--- src/design/asr_consts.vh ---
// Constants and operation summary of the serial converter readout block
// Operation
// - Frame select falling starts a conversion and enters normal mode.
// - Frame select rising after falling edge two, before edge ten, enters shutdown.
// - Early rise to shutdown abandons conversion and floats serial output.
// - Frame select rising before second falling edge keeps mode unchanged.
// - Rise after tenth before sixteenth keeps normal, aborts, floats output.
// - Word spans sixteen clock cycles; output floats after the sixteenth.
// - Shutdown persists with analog off until frame select goes low.
// - Select low wakes device; first result unusable, second valid.
// - During wake-up frame, rise before tenth edge returns to shutdown.
// - Device fully powered after sixteen clock cycles of wake-up frame.
// - Results are 12-bit straight binary codes, step is supply over 4096.
// - Three zeros then twelve result bits, MSB first, on falling edges.
// - Select fall drives output and samples; tracking from 13th rising edge.
`ifndef ASR_CONSTS_VH
`define ASR_CONSTS_VH
`define ASR_DATA_W        12
`define ASR_CNT_W         5
`define ASR_EDGE_MIN_SD   5'h02
`define ASR_EDGE_MAX_SD   5'h0a
`define ASR_EDGE_WORD     5'h10
`define ASR_LEAD_ZEROS    5'h03
`define ASR_EDGE_TRACK    5'h0d
`define ASR_ACQ_NS        350
`define ASR_CLK_NS        10
`define ASR_ACQ_CYC       ((`ASR_ACQ_NS + `ASR_CLK_NS - 1) / `ASR_CLK_NS)
`endif

--- src/design/asr_sync.v ---
// Two-flop synchroniser with edge detection after the second stage
`include "asr_consts.vh"
module asr_sync (
  input  wire clk,
  input  wire rst,
  input  wire din,
  output reg  level,
  output reg  rise,
  output reg  fall
);
  reg stage1Reg;
  reg stage2Reg;
  reg stage3Reg;

  always @(posedge clk) begin
    if (rst) begin
      stage1Reg <= 1'b1;
      stage2Reg <= 1'b1;
      stage3Reg <= 1'b1;
      level     <= 1'b1;
      rise      <= 1'b0;
      fall      <= 1'b0;
    end else begin
      stage1Reg <= din;
      stage2Reg <= stage1Reg;
      stage3Reg <= stage2Reg;
      level     <= stage2Reg;
      rise      <= stage2Reg & ~stage3Reg;
      fall      <= ~stage2Reg & stage3Reg;
    end
  end
endmodule // asr_sync

--- src/design/asr_adc_serial.v ---
// Serial readout and power-mode control of the 12-bit converter
`include "asr_consts.vh"
module asr_adc_serial (
  input  wire                    clk,
  input  wire                    rst,
  input  wire                    frameSelN,
  input  wire                    serialClk,
  input  wire [`ASR_DATA_W-1:0]  sampleIn,
  output reg                     serialOut,
  output reg                     serialOutEnN,
  output reg                     shutdownMode,
  output reg                     powerReady,
  output reg                     sampleHold,
  output reg                     resultValid
);
  // Frame states, one-hot
  localparam [1:0] ST_IDLE  = 2'b01;
  localparam [1:0] ST_FRAME = 2'b10;

  // What a rise of select means, decided from the falls seen
  localparam [1:0] RISE_KEEP  = 2'b00;
  localparam [1:0] RISE_SLEEP = 2'b01;
  localparam [1:0] RISE_TRUNC = 2'b10;

  // Pin order in the synchroniser bank
  localparam integer PIN_SEL  = 0;
  localparam integer PIN_SCLK = 1;
  localparam integer PIN_NUM  = 2;

  wire [PIN_NUM-1:0]     pinIn;
  wire [PIN_NUM-1:0]     pinRise;
  wire [PIN_NUM-1:0]     pinFall;
  wire                   selRise;
  wire                   selFall;
  wire                   sclkRise;
  wire                   sclkFall;
  reg  [1:0]             state_reg;
  reg  [1:0]             state_next;
  reg  [`ASR_CNT_W-1:0]  edgeCnt_reg;
  reg  [`ASR_CNT_W-1:0]  edgeCnt_next;
  reg  [`ASR_CNT_W-1:0]  risingCnt_reg;
  reg  [`ASR_CNT_W-1:0]  risingCnt_next;
  reg  [`ASR_DATA_W-1:0] shift_reg;
  reg                    wakeFrame_reg;
  reg                    dummyPending_reg;
  reg  [1:0]             riseDecision;
  wire                   wordEnd;
  wire                   dataPhase;
  wire                   holdEnd;

  // Count below a limit; shared by rise and shift decisions
  function below;
    input [`ASR_CNT_W-1:0] cnt;
    input [`ASR_CNT_W-1:0] limit;
    begin
      below = (cnt < limit);
    end
  endfunction

  // Rise of select, judged by the falls counted so far
  function [1:0] riseAction;
    input [`ASR_CNT_W-1:0] cnt;
    input                  wake;
    begin
      if (wake && below(cnt, `ASR_EDGE_MAX_SD)) begin
        riseAction = RISE_SLEEP;
      end else if (below(cnt, `ASR_EDGE_MIN_SD)) begin
        riseAction = RISE_KEEP;
      end else if (below(cnt, `ASR_EDGE_MAX_SD)) begin
        riseAction = RISE_SLEEP;
      end else begin
        riseAction = RISE_TRUNC;
      end
    end
  endfunction

  assign pinIn[PIN_SEL]  = frameSelN;
  assign pinIn[PIN_SCLK] = serialClk;

  // Both pins idle high, so synchronisers reset high: no false edge
  genvar g;
  generate
    for (g = 0; g < PIN_NUM; g = g + 1) begin : gPinSync
      asr_sync uSync (
        .clk   (clk),
        .rst   (rst),
        .din   (pinIn[g]),
        .level (),
        .rise  (pinRise[g]),
        .fall  (pinFall[g])
      );
    end
  endgenerate

  assign selRise  = pinRise[PIN_SEL];
  assign selFall  = pinFall[PIN_SEL];
  assign sclkRise = pinRise[PIN_SCLK];
  assign sclkFall = pinFall[PIN_SCLK];

  // Decodes of the counts after this cycle's edges
  assign wordEnd   = sclkFall & ~below(edgeCnt_next, `ASR_EDGE_WORD);
  assign dataPhase = ~below(edgeCnt_next, `ASR_LEAD_ZEROS);
  assign holdEnd   = sclkRise & (risingCnt_next == `ASR_EDGE_TRACK);

  // Frame sequencing and edge counters
  always @* begin
    state_next     = state_reg;
    edgeCnt_next   = edgeCnt_reg;
    risingCnt_next = risingCnt_reg;
    riseDecision   = riseAction(edgeCnt_reg, wakeFrame_reg);
    case (state_reg)
      ST_IDLE: begin
        if (selFall) begin
          state_next     = ST_FRAME;
          edgeCnt_next   = {`ASR_CNT_W{1'b0}};
          risingCnt_next = {`ASR_CNT_W{1'b0}};
        end
      end
      ST_FRAME: begin
        if (selRise) begin
          state_next = ST_IDLE;
        end else begin
          if (sclkFall && edgeCnt_reg != {`ASR_CNT_W{1'b1}}) begin
            edgeCnt_next = edgeCnt_reg + 5'h01;
          end
          if (sclkRise && risingCnt_reg != {`ASR_CNT_W{1'b1}}) begin
            risingCnt_next = risingCnt_reg + 5'h01;
          end
          if (sclkFall && !below(edgeCnt_next, `ASR_EDGE_WORD)) begin
            state_next = ST_IDLE;
          end
        end
      end
      default: begin
        state_next = ST_IDLE;
      end
    endcase
  end

  // Outputs and mode, all registered
  always @(posedge clk) begin
    if (rst) begin
      state_reg        <= ST_IDLE;
      edgeCnt_reg      <= {`ASR_CNT_W{1'b0}};
      risingCnt_reg    <= {`ASR_CNT_W{1'b0}};
      shift_reg        <= {`ASR_DATA_W{1'b0}};
      wakeFrame_reg    <= 1'b0;
      dummyPending_reg <= 1'b0;
      serialOut        <= 1'b0;
      serialOutEnN     <= 1'b1;
      shutdownMode     <= 1'b0;
      powerReady       <= 1'b0;
      sampleHold       <= 1'b0;
      resultValid      <= 1'b0;
    end else begin
      state_reg     <= state_next;
      edgeCnt_reg   <= edgeCnt_next;
      risingCnt_reg <= risingCnt_next;
      resultValid   <= 1'b0;
      case (state_reg)
        ST_IDLE: begin
          if (selFall) begin
            // Unknown mode after reset counts as a wake-up
            shutdownMode     <= 1'b0;
            wakeFrame_reg    <= shutdownMode | ~powerReady;
            dummyPending_reg <= shutdownMode | ~powerReady;
            shift_reg        <= sampleIn;
            sampleHold       <= 1'b1;
            serialOut        <= 1'b0;
            serialOutEnN     <= 1'b0;
          end
        end
        ST_FRAME: begin
          if (selRise) begin
            // Any rise inside a frame ends the word
            serialOutEnN  <= 1'b1;
            serialOut     <= 1'b0;
            sampleHold    <= 1'b0;
            wakeFrame_reg <= 1'b0;
            case (riseDecision)
              RISE_SLEEP: begin
                shutdownMode <= 1'b1;
                powerReady   <= 1'b0;
              end
              RISE_TRUNC: begin
                shutdownMode <= 1'b0;
              end
              default: begin
                shutdownMode <= shutdownMode;
              end
            endcase
          end else if (wordEnd) begin
            serialOutEnN     <= 1'b1;
            serialOut        <= 1'b0;
            sampleHold       <= 1'b0;
            wakeFrame_reg    <= 1'b0;
            dummyPending_reg <= 1'b0;
            if (wakeFrame_reg) begin
              powerReady  <= 1'b1;
            end else begin
              resultValid <= ~dummyPending_reg;
            end
          end else begin
            if (holdEnd) begin
              sampleHold <= 1'b0;
            end
            if (sclkFall && dataPhase) begin
              serialOut <= shift_reg[`ASR_DATA_W-1];
              shift_reg <= {shift_reg[`ASR_DATA_W-2:0], 1'b0};
            end else if (sclkFall) begin
              serialOut <= 1'b0;
            end
          end
        end
        default: begin
          serialOutEnN <= 1'b1;
        end
      endcase
    end
  end

endmodule // asr_adc_serial

--- config.mk ---
export PLATFORM = sky130hd
export DESIGN_NAME = asr_adc_serial
export DESIGN_NICKNAME = d
export VERILOG_FILES = /design/src/design/asr_sync.v /design/src/design/asr_adc_serial.v
export VERILOG_INCLUDE_DIRS = /design/src /design/src/design
export SDC_FILE = /design/constraint.sdc
export NUM_CORES = 1
export LEC_CHECK = 0
export ABC_AREA = 1
export BUFFER_PORTS_ARGS = -buffer_cell sky130_fd_sc_hd__clkbuf_2
export CAP_MARGIN = 40
export CORE_MARGIN = 4
export CORE_UTILIZATION = 52
export CTS_CLUSTER_DIAMETER = 120
export DETAILED_ROUTE_END_ITERATION = 8
export HOLD_SLACK_MARGIN = 0.1
export PLACE_DENSITY = 0.74
export SKIP_CTS_REPAIR_TIMING = 1
export SLEW_MARGIN = 5
export SYNTH_ARGS = -nofsm -noshare
export SYNTH_HDL_FRONTEND = slang
export SYNTH_SLANG_ARGS = --single-unit
export TNS_END_PERCENT = 1
--- constraint.sdc ---
create_clock -name clk -period 1.85 [get_ports clk]
set_input_delay 0.2775 -clock clk [delete_from_list [all_inputs] [get_ports clk]]
set_output_delay 0.2775 -clock clk [all_outputs]
set_load 0.01 [all_outputs]
==> results of run 1 <==
synth_stat cells, drive strengths merged:
master / n / area share (%)
or2: 5 / 1.4
nor3: 5 / 1.2
nand4: 1 / 0.29
buf: 6 / 2.1
a31oi: 1 / 0.29
nor2: 38 / 7.0
dfxtp: 42 / 39
a211oi: 2 / 0.69
o21ai: 26 / 6.0
ha: 8 / 4.6
nand3: 32 / 8.1
clkinv: 1 / 0.17
clkbuf: 5 / 0.87
a21oi: 28 / 6.6
inv: 48 / 8.4
nand2: 75 / 13
routing by layer:
metal  GRT usage [%]  part of all wire (%)  vias up
met1            26.6                    42     1032
met5               0                     0        -
met2            35.2                    50       67
li1                -                     -     1155
met4            8.40                   1.8        0
met3            5.26                   5.6       11
logic make-up after synthesis:
kind of cell | share of synthesized area [%]
flip-flops | 38.8
AO/OA/AOI/OAI | 13.6
buffers and inverters | 11.6
AND/OR/NAND/NOR | 31.4
adder cells (fa/ha/maj) | 4.62
area by class of cell:
cell class | instances | area [µm²] | area share (%)
Inverter | 49 | 186 | 6.30
Timing Repair Buffer | 71 | 544 | 18.4
Clock inverter | 2 | 60.1 | 2.03
Tap cell | 50 | 62.6 | 2.11
Sequential cell | 42 | 843 | 28.5
Clock buffer | 6 | 82.6 | 2.79
Multi-Input combinational cell | 221 | 1180 | 39.9
stage by stage:
| stage | util, % | cells |
|---|---|---|
| floorplan | - | 323 |
| detailed placement | 66.5 | 430 |
| global route | 74.0 | 441 |
| finish | 74.0 | 441 |
| global placement | 66.5 | 430 |
| CTS | 70.1 | 438 |
power groups by stage:
stage	registers [mW]	clock network, mW	logic [mW]
floorplan	1.18	0	1.07
global placement	1.17	0	1.69
detailed placement	1.18	0	1.74
CTS	1.16	0.913	1.77
global route	1.18	0.952	2.13
finish	1.17	0.906	1.95
worst register-to-register path, cell delays in order (launching register included):
cell	delay [ps]
dfxtp_2	360
ha_4	130
inv_2	30
nor3_2	190
ha_2	300
nand2_1	80
nand2_2	70
nand3_2	80
nand2_2	70
nand2_2	70
inv_2	50
nor2_4	100
nand3_4	140
clkbuf_16	210
a21oi_2	140
nor2_1	70
path summary, 6_finish.rpt:
check | slack [ps] | startpoint | to
setup / recovery | -330 | edgeCnt_reg[1] | shift_reg[3]
hold / removal | 160 | frameSelN | gPinSync[0].uSync.stage1Reg
setup reg to reg | -330 | edgeCnt_reg[1] | shift_reg[3]
hold reg to reg | 420 | gPinSync[1].uSync.stage3Reg | gPinSync[1].uSync.rise
==> results.py, run 1 <==
metrics = {
    "final_layout": {
        "largest_reg_flops": 12,
        "drive_above_1_share_pct": 31.2,
        "fin_nets": 414,
        "mostFrequentLayoutCells": "nand2_1 (68), buf_4 (45), inv_1 (43)",
        "design_area_mm2": 0.00296,
        "antennaDiodeCount": 0,
        "nFillCells": 311,
        "final_common_cell": "nand2_1",
        "synthToLayoutAreaGrowth_pct": 36.7,
    },
    "power": {
        "p_sw_mw": 1.52,
        "seqPwrFrac_pct": 29.1,
        "p_clk_share_pct": 22.5,
        "power.density_mw_per_mm2": 1360,
        "power.leakage_nw": 1.44,
        "combPwrFrac_pct": 48.4,
        "sw_frac_of_total_pct": 37.9,
        "finalPower_mw": 4.02,
        "p_int_mw": 2.50,
        "irDropWorstVdd_v": 0.00161,
    },
    "status": {
        "outcome": "complete, but fails checks",
        "failed_checks": "setup timing",
    },
    "floorplanning": {
        "die_y_um": 72.5,
        "num_io_pins": 22,
        "die_w_um": 72.5,
        "initial_core_util_pct": 54.1,
        "dieArea_mm2": 0.00526,
        "core_area_mm2": 0.00400,
        "rows": 23,
    },
    "drt": {
        "wl_um": 5750,
        "drc": 0,
        "num_vias": 2265,
        "drtIter0Drc": 163,
        "routed_via_density": 5.14,
        "wl_per_cell_um": 13.0,
        "ant_nets": 0,
        "first_pass_iters": 4,
    },
    "logic_synthesis": {
        "syn-cell-area_mm2": 0.00217,
        "postSynthAreaPerCell_um2": 6.71,
        "yosysWarnings": 0,
        "synth_cell_types": 25,
        "syn_inst": 323,
        "seq_area_frac_synth_pct": 38.8,
        "synth_nets": 347,
        "ys_ff_latch": 42,
    },
    "worst_hold_path": {
        "hold_class": "primary input to flop",
        "holdPathStages": 2,
    },
    "critical_path": {
        "crit_chain": "ha_4 -> inv_2 -> nor3_2 -> ha_2 -> nand2_1 -> nand2_2 -> nand3_2 -> nand2_2 -> nand2_2 -> inv_2 -> nor2_4 -> nand3_4 -> clkbuf_16 -> a21oi_2 -> nor2_1",
        "crit_top_cell": "nand2_2",
        "worstPathArrival_ps": 2380,
        "cp.depth": 15,
        "criticalPathCategory": "flop to flop",
        "cp-start-kind": "flop",
        "crit_path_max_fanout": 6,
        "cpPeakStageDelay_ps": 360,
        "cp_top_family": "simple AND/OR/NAND/NOR gates",
        "crit_slowest_cell": "dfxtp_2",
        "end_kind": "flop",
        "required_ps": 2040,
        "ff2ff_path_depth": 15,
        "path_buf_inv": 3,
    },
    "global_route": {
        "antenna_found_initial": 0,
        "grt_usage_pct": 21.3,
        "grt_pass1_vias": 2040,
        "grt_pass1_wl_um": 8790,
        "gr-total-overflow": 0,
        "grt_max_degree": 25,
    },
    "timing": {
        "slew_violations": 0,
        "skew_ps": 7.91,
        "min_period_over_period_pct": 118,
        "timing.fmax_ghz": 0.458,
        "hold_viol": 0,
        "finalSetupTns_ps": -5110,
        "setup_viol": 22,
        "rsz0062_at_grt": "true",
        "setup_ws_ps": -334,
        "maxSlewHeadroom_pct": 63.2,
        "tightest_slew_ps": 549,
        "whs_ps": 161,
        "period_needed_ps": 2180,
    },
    "placed_design": {
        "numPortBuffers": 21,
        "placed_area_mm2": 0.00266,
        "pre_cts_slack_ps": -232,
        "dp_hpwl_um": 3750,
        "gp_congestion": 0.917,
    },
    "clock_tree": {
        "root_buffer": "clkbuf_8",
        "clkLatencyLatePin_ps": 300,
        "cts_inserted_buffers": 5,
        "clk_path_buf_depth": 2,
        "clkSinkCount": 42,
        "path_clk_slew_ps": 80,
        "cts_tree": "done",
        "htreeDepth": 2,
    },
    "run": {
        "max_cap_viol_count": 0,
    },
}
No activity file was read; power rests on OpenSTA's default activity.
==> run 2, diff against run 1 <==
Settings changed: PLACE_DENSITY 0.74 to 0.85.
==> results.py, run 2 (synthesis results as in run 1) <==
metrics = {
    "critical_path": {
        "worstPathArrival_ps": 2420,
        "criticalPathCategory": "flop to flop",
        "end_kind": "flop",
        "required_ps": 2040,
        "cp-start-kind": "flop",
        "crit_path_max_fanout": 6,
    },
    "power": {
        "power.leakage_nw": 1.44,
        "finalPower_mw": 3.98,
        "power.density_mw_per_mm2": 1340,
        "irDropWorstVdd_v": 0.00134,
    },
    "clock_tree": {
        "clk_path_buf_depth": 2,
        "htreeDepth": 2,
        "path_clk_slew_ps": 80,
        "cts_inserted_buffers": 5,
        "root_buffer": "clkbuf_8",
        "cts_tree": "done",
        "clkSinkCount": 42,
        "clkLatencyLatePin_ps": 300,
    },
    "run": {
        "max_cap_viol_count": 0,
    },
    "timing": {
        "whs_ps": 152,
        "setup_viol": 20,
        "hold_viol": 0,
        "slew_violations": 0,
        "tightest_slew_ps": 541,
        "skew_ps": 2.16,
        "timing.fmax_ghz": 0.450,
        "maxSlewHeadroom_pct": 63.7,
        "setup_ws_ps": -373,
        "period_needed_ps": 2220,
        "finalSetupTns_ps": -4780,
        "rsz0062_at_grt": "true",
        "min_period_over_period_pct": 120,
    },
    "placed_design": {
        "pre_cts_slack_ps": -218,
        "numPortBuffers": 21,
        "placed_area_mm2": 0.00266,
        "gp_congestion": 0.934,
        "dp_hpwl_um": 3730,
    },
    "global_route": {
        "grt_pass1_vias": 2113,
        "grt_usage_pct": 20.5,
        "grt_max_degree": 28,
        "antenna_found_initial": 0,
        "gr-total-overflow": 0,
        "grt_pass1_wl_um": 8630,
    },
    "final_layout": {
        "drive_above_1_share_pct": 33.6,
        "antennaDiodeCount": 0,
        "fin_nets": 413,
        "synthToLayoutAreaGrowth_pct": 36.9,
        "nFillCells": 270,
        "largest_reg_flops": 12,
        "mostFrequentLayoutCells": "nand2_1 (66), buf_4 (43), inv_1 (41)",
        "design_area_mm2": 0.00296,
        "final_common_cell": "nand2_1",
    },
    "floorplanning": {
        "num_io_pins": 22,
        "dieArea_mm2": 0.00526,
        "rows": 23,
        "die_y_um": 72.5,
        "core_area_mm2": 0.00400,
        "initial_core_util_pct": 54.1,
        "die_w_um": 72.5,
    },
    "drt": {
        "wl_per_cell_um": 14.0,
        "first_pass_iters": 4,
        "wl_um": 6160,
        "num_vias": 2378,
        "drtIter0Drc": 205,
        "drc": 0,
        "routed_via_density": 5.40,
        "ant_nets": 0,
    },
    "status": {
        "outcome": "complete, but fails checks",
        "failed_checks": "setup timing",
    },
    "worst_hold_path": {
        "hold_class": "primary input to flop",
    },
}
run 2: cell types whose count changed in the layout (fill, tap and decap cells not counted), sizes merged:
| cell | delta |
|---|---|
| buf | -1 |
| clkinv | +1 |
| inv | +1 |
| clkbuf | -1 |
| bufinv | -1 |
run 2: area by class of cell:
| type | count | area (µm²) | share of cell area [%] |
|---|---|---|---|
| inverter | 49 | 186 | 6.29 |
| clock inverter | 3 | 43.8 | 1.48 |
| timing repair buffer | 70 | 549 | 18.5 |
| sequential | 42 | 843 | 28.5 |
| multi-input combinational | 221 | 1210 | 40.8 |
| tap | 50 | 62.6 | 2.11 |
| clock buffer | 5 | 68.8 | 2.32 |
run 2: layer usage:
metal	up-vias	GRT usage (%)	wire length [µm]
met1	1121	24.8	2480
li1	1159	-	-
met4	0	9.02	154
met2	83	35.2	3150
met3	15	4.02	373
met5	-	0	0
run 2: worst paths after layout:
kind | from | endpoint | slack (ps) | cells past startpoint
hold / removal | serialClk | gPinSync[1].uSync.stage1Reg | 150 | 2
setup / recovery | edgeCnt_reg[0] | shift_reg[11] | -370 | 15
hold reg to reg | dummyPending_reg | resultValid | 420 | 1
setup reg to reg | edgeCnt_reg[0] | shift_reg[11] | -370 | 15
run 2: per-stage QoR:
| stage | instances | utilization (%) |
|---|---|---|
| after global placement | 428 | 66.5 |
| final | 440 | 74.1 |
| after floorplan | 323 | - |
| after detailed placement | 428 | 66.5 |
| after global routing | 440 | 74.1 |
| after CTS | 436 | 69.3 |
run 2: worst max-delay path: stages (launching register included):
cell       delay, ps
dfxtp_2          370
ha_4             140
inv_2             40
nor3_2           150
ha_2             300
nand2_2           70
nand2_2           60
nand3_2           80
nand2_2           70
nand2_2           70
inv_2             60
nor2_4           120
nand3_4          140
clkbuf_16        210
a21oi_2          150
nor2_1            70
run 2: power by group:
group / internal [mW] / switching, mW / total [mW]
logic: 0.929 / 1.14 / 2.07
registers: 1.08 / 0.0822 / 1.16
clock network: 0.405 / 0.339 / 0.743
==> run 3, diff against run 2 <==
==> constraint.sdc (replaced) <==
create_clock -name clk -period 1.85 [get_ports clk]
set_input_delay 0.0925 -clock clk [delete_from_list [all_inputs] [get_ports clk]]
set_output_delay 0.0925 -clock clk [all_outputs]
set_load 0.01 [all_outputs]
==> results.py, run 3 (synthesis results as in run 1) <==
metrics = {
    "placed_design": {
        "numPortBuffers": 21,
        "gp_congestion": 0.917,
        "pre_cts_slack_ps": -194,
        "dp_hpwl_um": 3730,
        "dp.cells": 425,
    },
    "floorplanning": {
        "initial_core_util_pct": 54.1,
        "core_area_mm2": 0.00400,
        "rows": 23,
        "num_io_pins": 22,
        "die_w_um": 72.5,
        "die_y_um": 72.5,
        "dieArea_mm2": 0.00526,
    },
    "final_layout": {
        "antennaDiodeCount": 0,
        "nFillCells": 274,
        "mostFrequentLayoutCells": "nand2_1 (67), inv_1 (42), buf_4 (42)",
        "drive_above_1_share_pct": 31.5,
        "largest_reg_flops": 12,
        "fin_nets": 414,
        "synthToLayoutAreaGrowth_pct": 35.1,
        "stdcell_count": 441,
        "final_common_cell": "nand2_1",
    },
    "global_route": {
        "grt_pass1_wl_um": 8760,
        "antenna_found_initial": 0,
        "grt_max_degree": 28,
        "grt_usage_pct": 21.1,
        "grt_pass1_vias": 2088,
        "gr-total-overflow": 0,
    },
    "clock_tree": {
        "clkLatencyLatePin_ps": 310,
        "root_buffer": "clkbuf_8",
        "cts_inserted_buffers": 5,
        "clk_path_buf_depth": 2,
        "path_clk_slew_ps": 90,
        "clkSinkCount": 42,
        "cts_tree": "done",
        "htreeDepth": 2,
    },
    "timing": {
        "skew_ps": 6.22,
        "maxSlewHeadroom_pct": 65.6,
        "finalSetupTns_ps": -5100,
        "setup_ws_ps": -388,
        "hold_viol": 0,
        "timing.fmax_ghz": 0.447,
        "rsz0062_at_grt": "true",
        "tightest_slew_ps": 513,
        "period_needed_ps": 2240,
        "slew_violations": 0,
        "min_period_over_period_pct": 121,
        "setup_viol": 22,
    },
    "power": {
        "p_int_mw": 2.20,
        "power.density_mw_per_mm2": 1290,
        "power.leakage_nw": 1.42,
        "finalPower_mw": 3.77,
        "sw_frac_of_total_pct": 41.7,
        "p_sw_mw": 1.57,
        "irDropWorstVdd_v": 0.00141,
        "combPwrFrac_pct": 53.2,
        "seqPwrFrac_pct": 30.7,
        "p_clk_share_pct": 16.0,
    },
    "drt": {
        "num_vias": 2410,
        "drtIter0Drc": 205,
        "wl_um": 6410,
        "drc": 0,
        "first_pass_iters": 5,
        "ant_nets": 0,
        "wl_per_cell_um": 14.5,
        "routed_via_density": 5.46,
    },
    "critical_path": {
        "cp-start-kind": "flop",
        "end_kind": "flop",
        "required_ps": 2050,
        "worstPathArrival_ps": 2440,
        "crit_path_max_fanout": 5,
        "criticalPathCategory": "flop to flop",
    },
    "status": {
        "outcome": "complete, but fails checks",
        "failed_checks": "setup timing",
    },
    "run": {
        "max_cap_viol_count": 0,
    },
    "worst_hold_path": {
        "hold_class": "primary input to flop",
    },
}
[run 3: cell types whose count changed in the layout (fill, tap and decap cells not counted), moves of 2 or more]
| cell | before | now |
|---|---|---|
| a21oi_1 | 19 | 22 |
| a21oi_2 | 9 | 6 |
| dlygate4sd3_1 | 0 | 3 |
| nand3_1 | 21 | 23 |
| nand3_2 | 10 | 8 |
[run 3: through the flow]
stage / hold WS [ps] / area (µm²) / utilization (%)
2_1_floorplan: 196 / 2180 / -
3_3_place_gp: 275 / 2620 / 65.6
3_5_place_dp: 279 / 2620 / 65.6
4_1_cts: -34.7 / 2710 / 67.8
5_1_grt: 157 / 2930 / 73.2
6_report: 116 / 2930 / 73.2
[run 3: metal layers]
metal	GRT usage, %	up-vias	part of all wire (%)
met5	0	-	0
met4	9.43	0	3.1
met3	4.43	24	5.1
met2	35.9	97	52
met1	25.4	1131	40
li1	-	1158	-
[run 3: layout make-up]
cell class	count	area, µm²	area share [%]
multi-input cells	221	1200	40.9
inverters	49	186	6.37
clock inverters	2	13.8	0.470
repair buffers	71	552	18.9
well taps	50	62.6	2.14
clock buffers	6	72.6	2.48
flip-flops and latches	42	843	28.8
[run 3: final timing paths]
kind / startpoint / end / slack, ps / depth (start not counted)
worst max-delay path: edgeCnt_reg[0] / shift_reg[11] / -390 / 15
worst min-delay path: sampleIn[5] / shift_reg[5] / 120 / 5
worst max register to register: edgeCnt_reg[0] / shift_reg[11] / -390 / 15
worst min register to register: gPinSync[1].uSync.stage1Reg / gPinSync[1].uSync.stage2Reg / 420 / 1
[run 3: power by group through the flow]
| stage | Sequential (mW) | Combinational (mW) | Clock, mW |
|---|---|---|---|
| after floorplan | 1.18 | 1.07 | 0 |
| after global placement | 1.17 | 1.68 | 0 |
| after detailed placement | 1.17 | 1.76 | 0 |
| after CTS | 1.15 | 1.79 | 0.600 |
| after global routing | 1.18 | 2.21 | 0.637 |
| final | 1.16 | 2.01 | 0.603 |
[run 3: critical path, stage by stage (launching register included)]
cell,delay (ps)
dfxtp_2,360
ha_4,140
inv_2,40
nor3_2,160
ha_2,300
nand2_1,90
nand2_2,70
nand3_2,90
nand2_2,80
nand2_2,70
inv_2,50
nor2_4,110
nand3_4,150
buf_6,190
a21oi_1,170
nor2_1,80
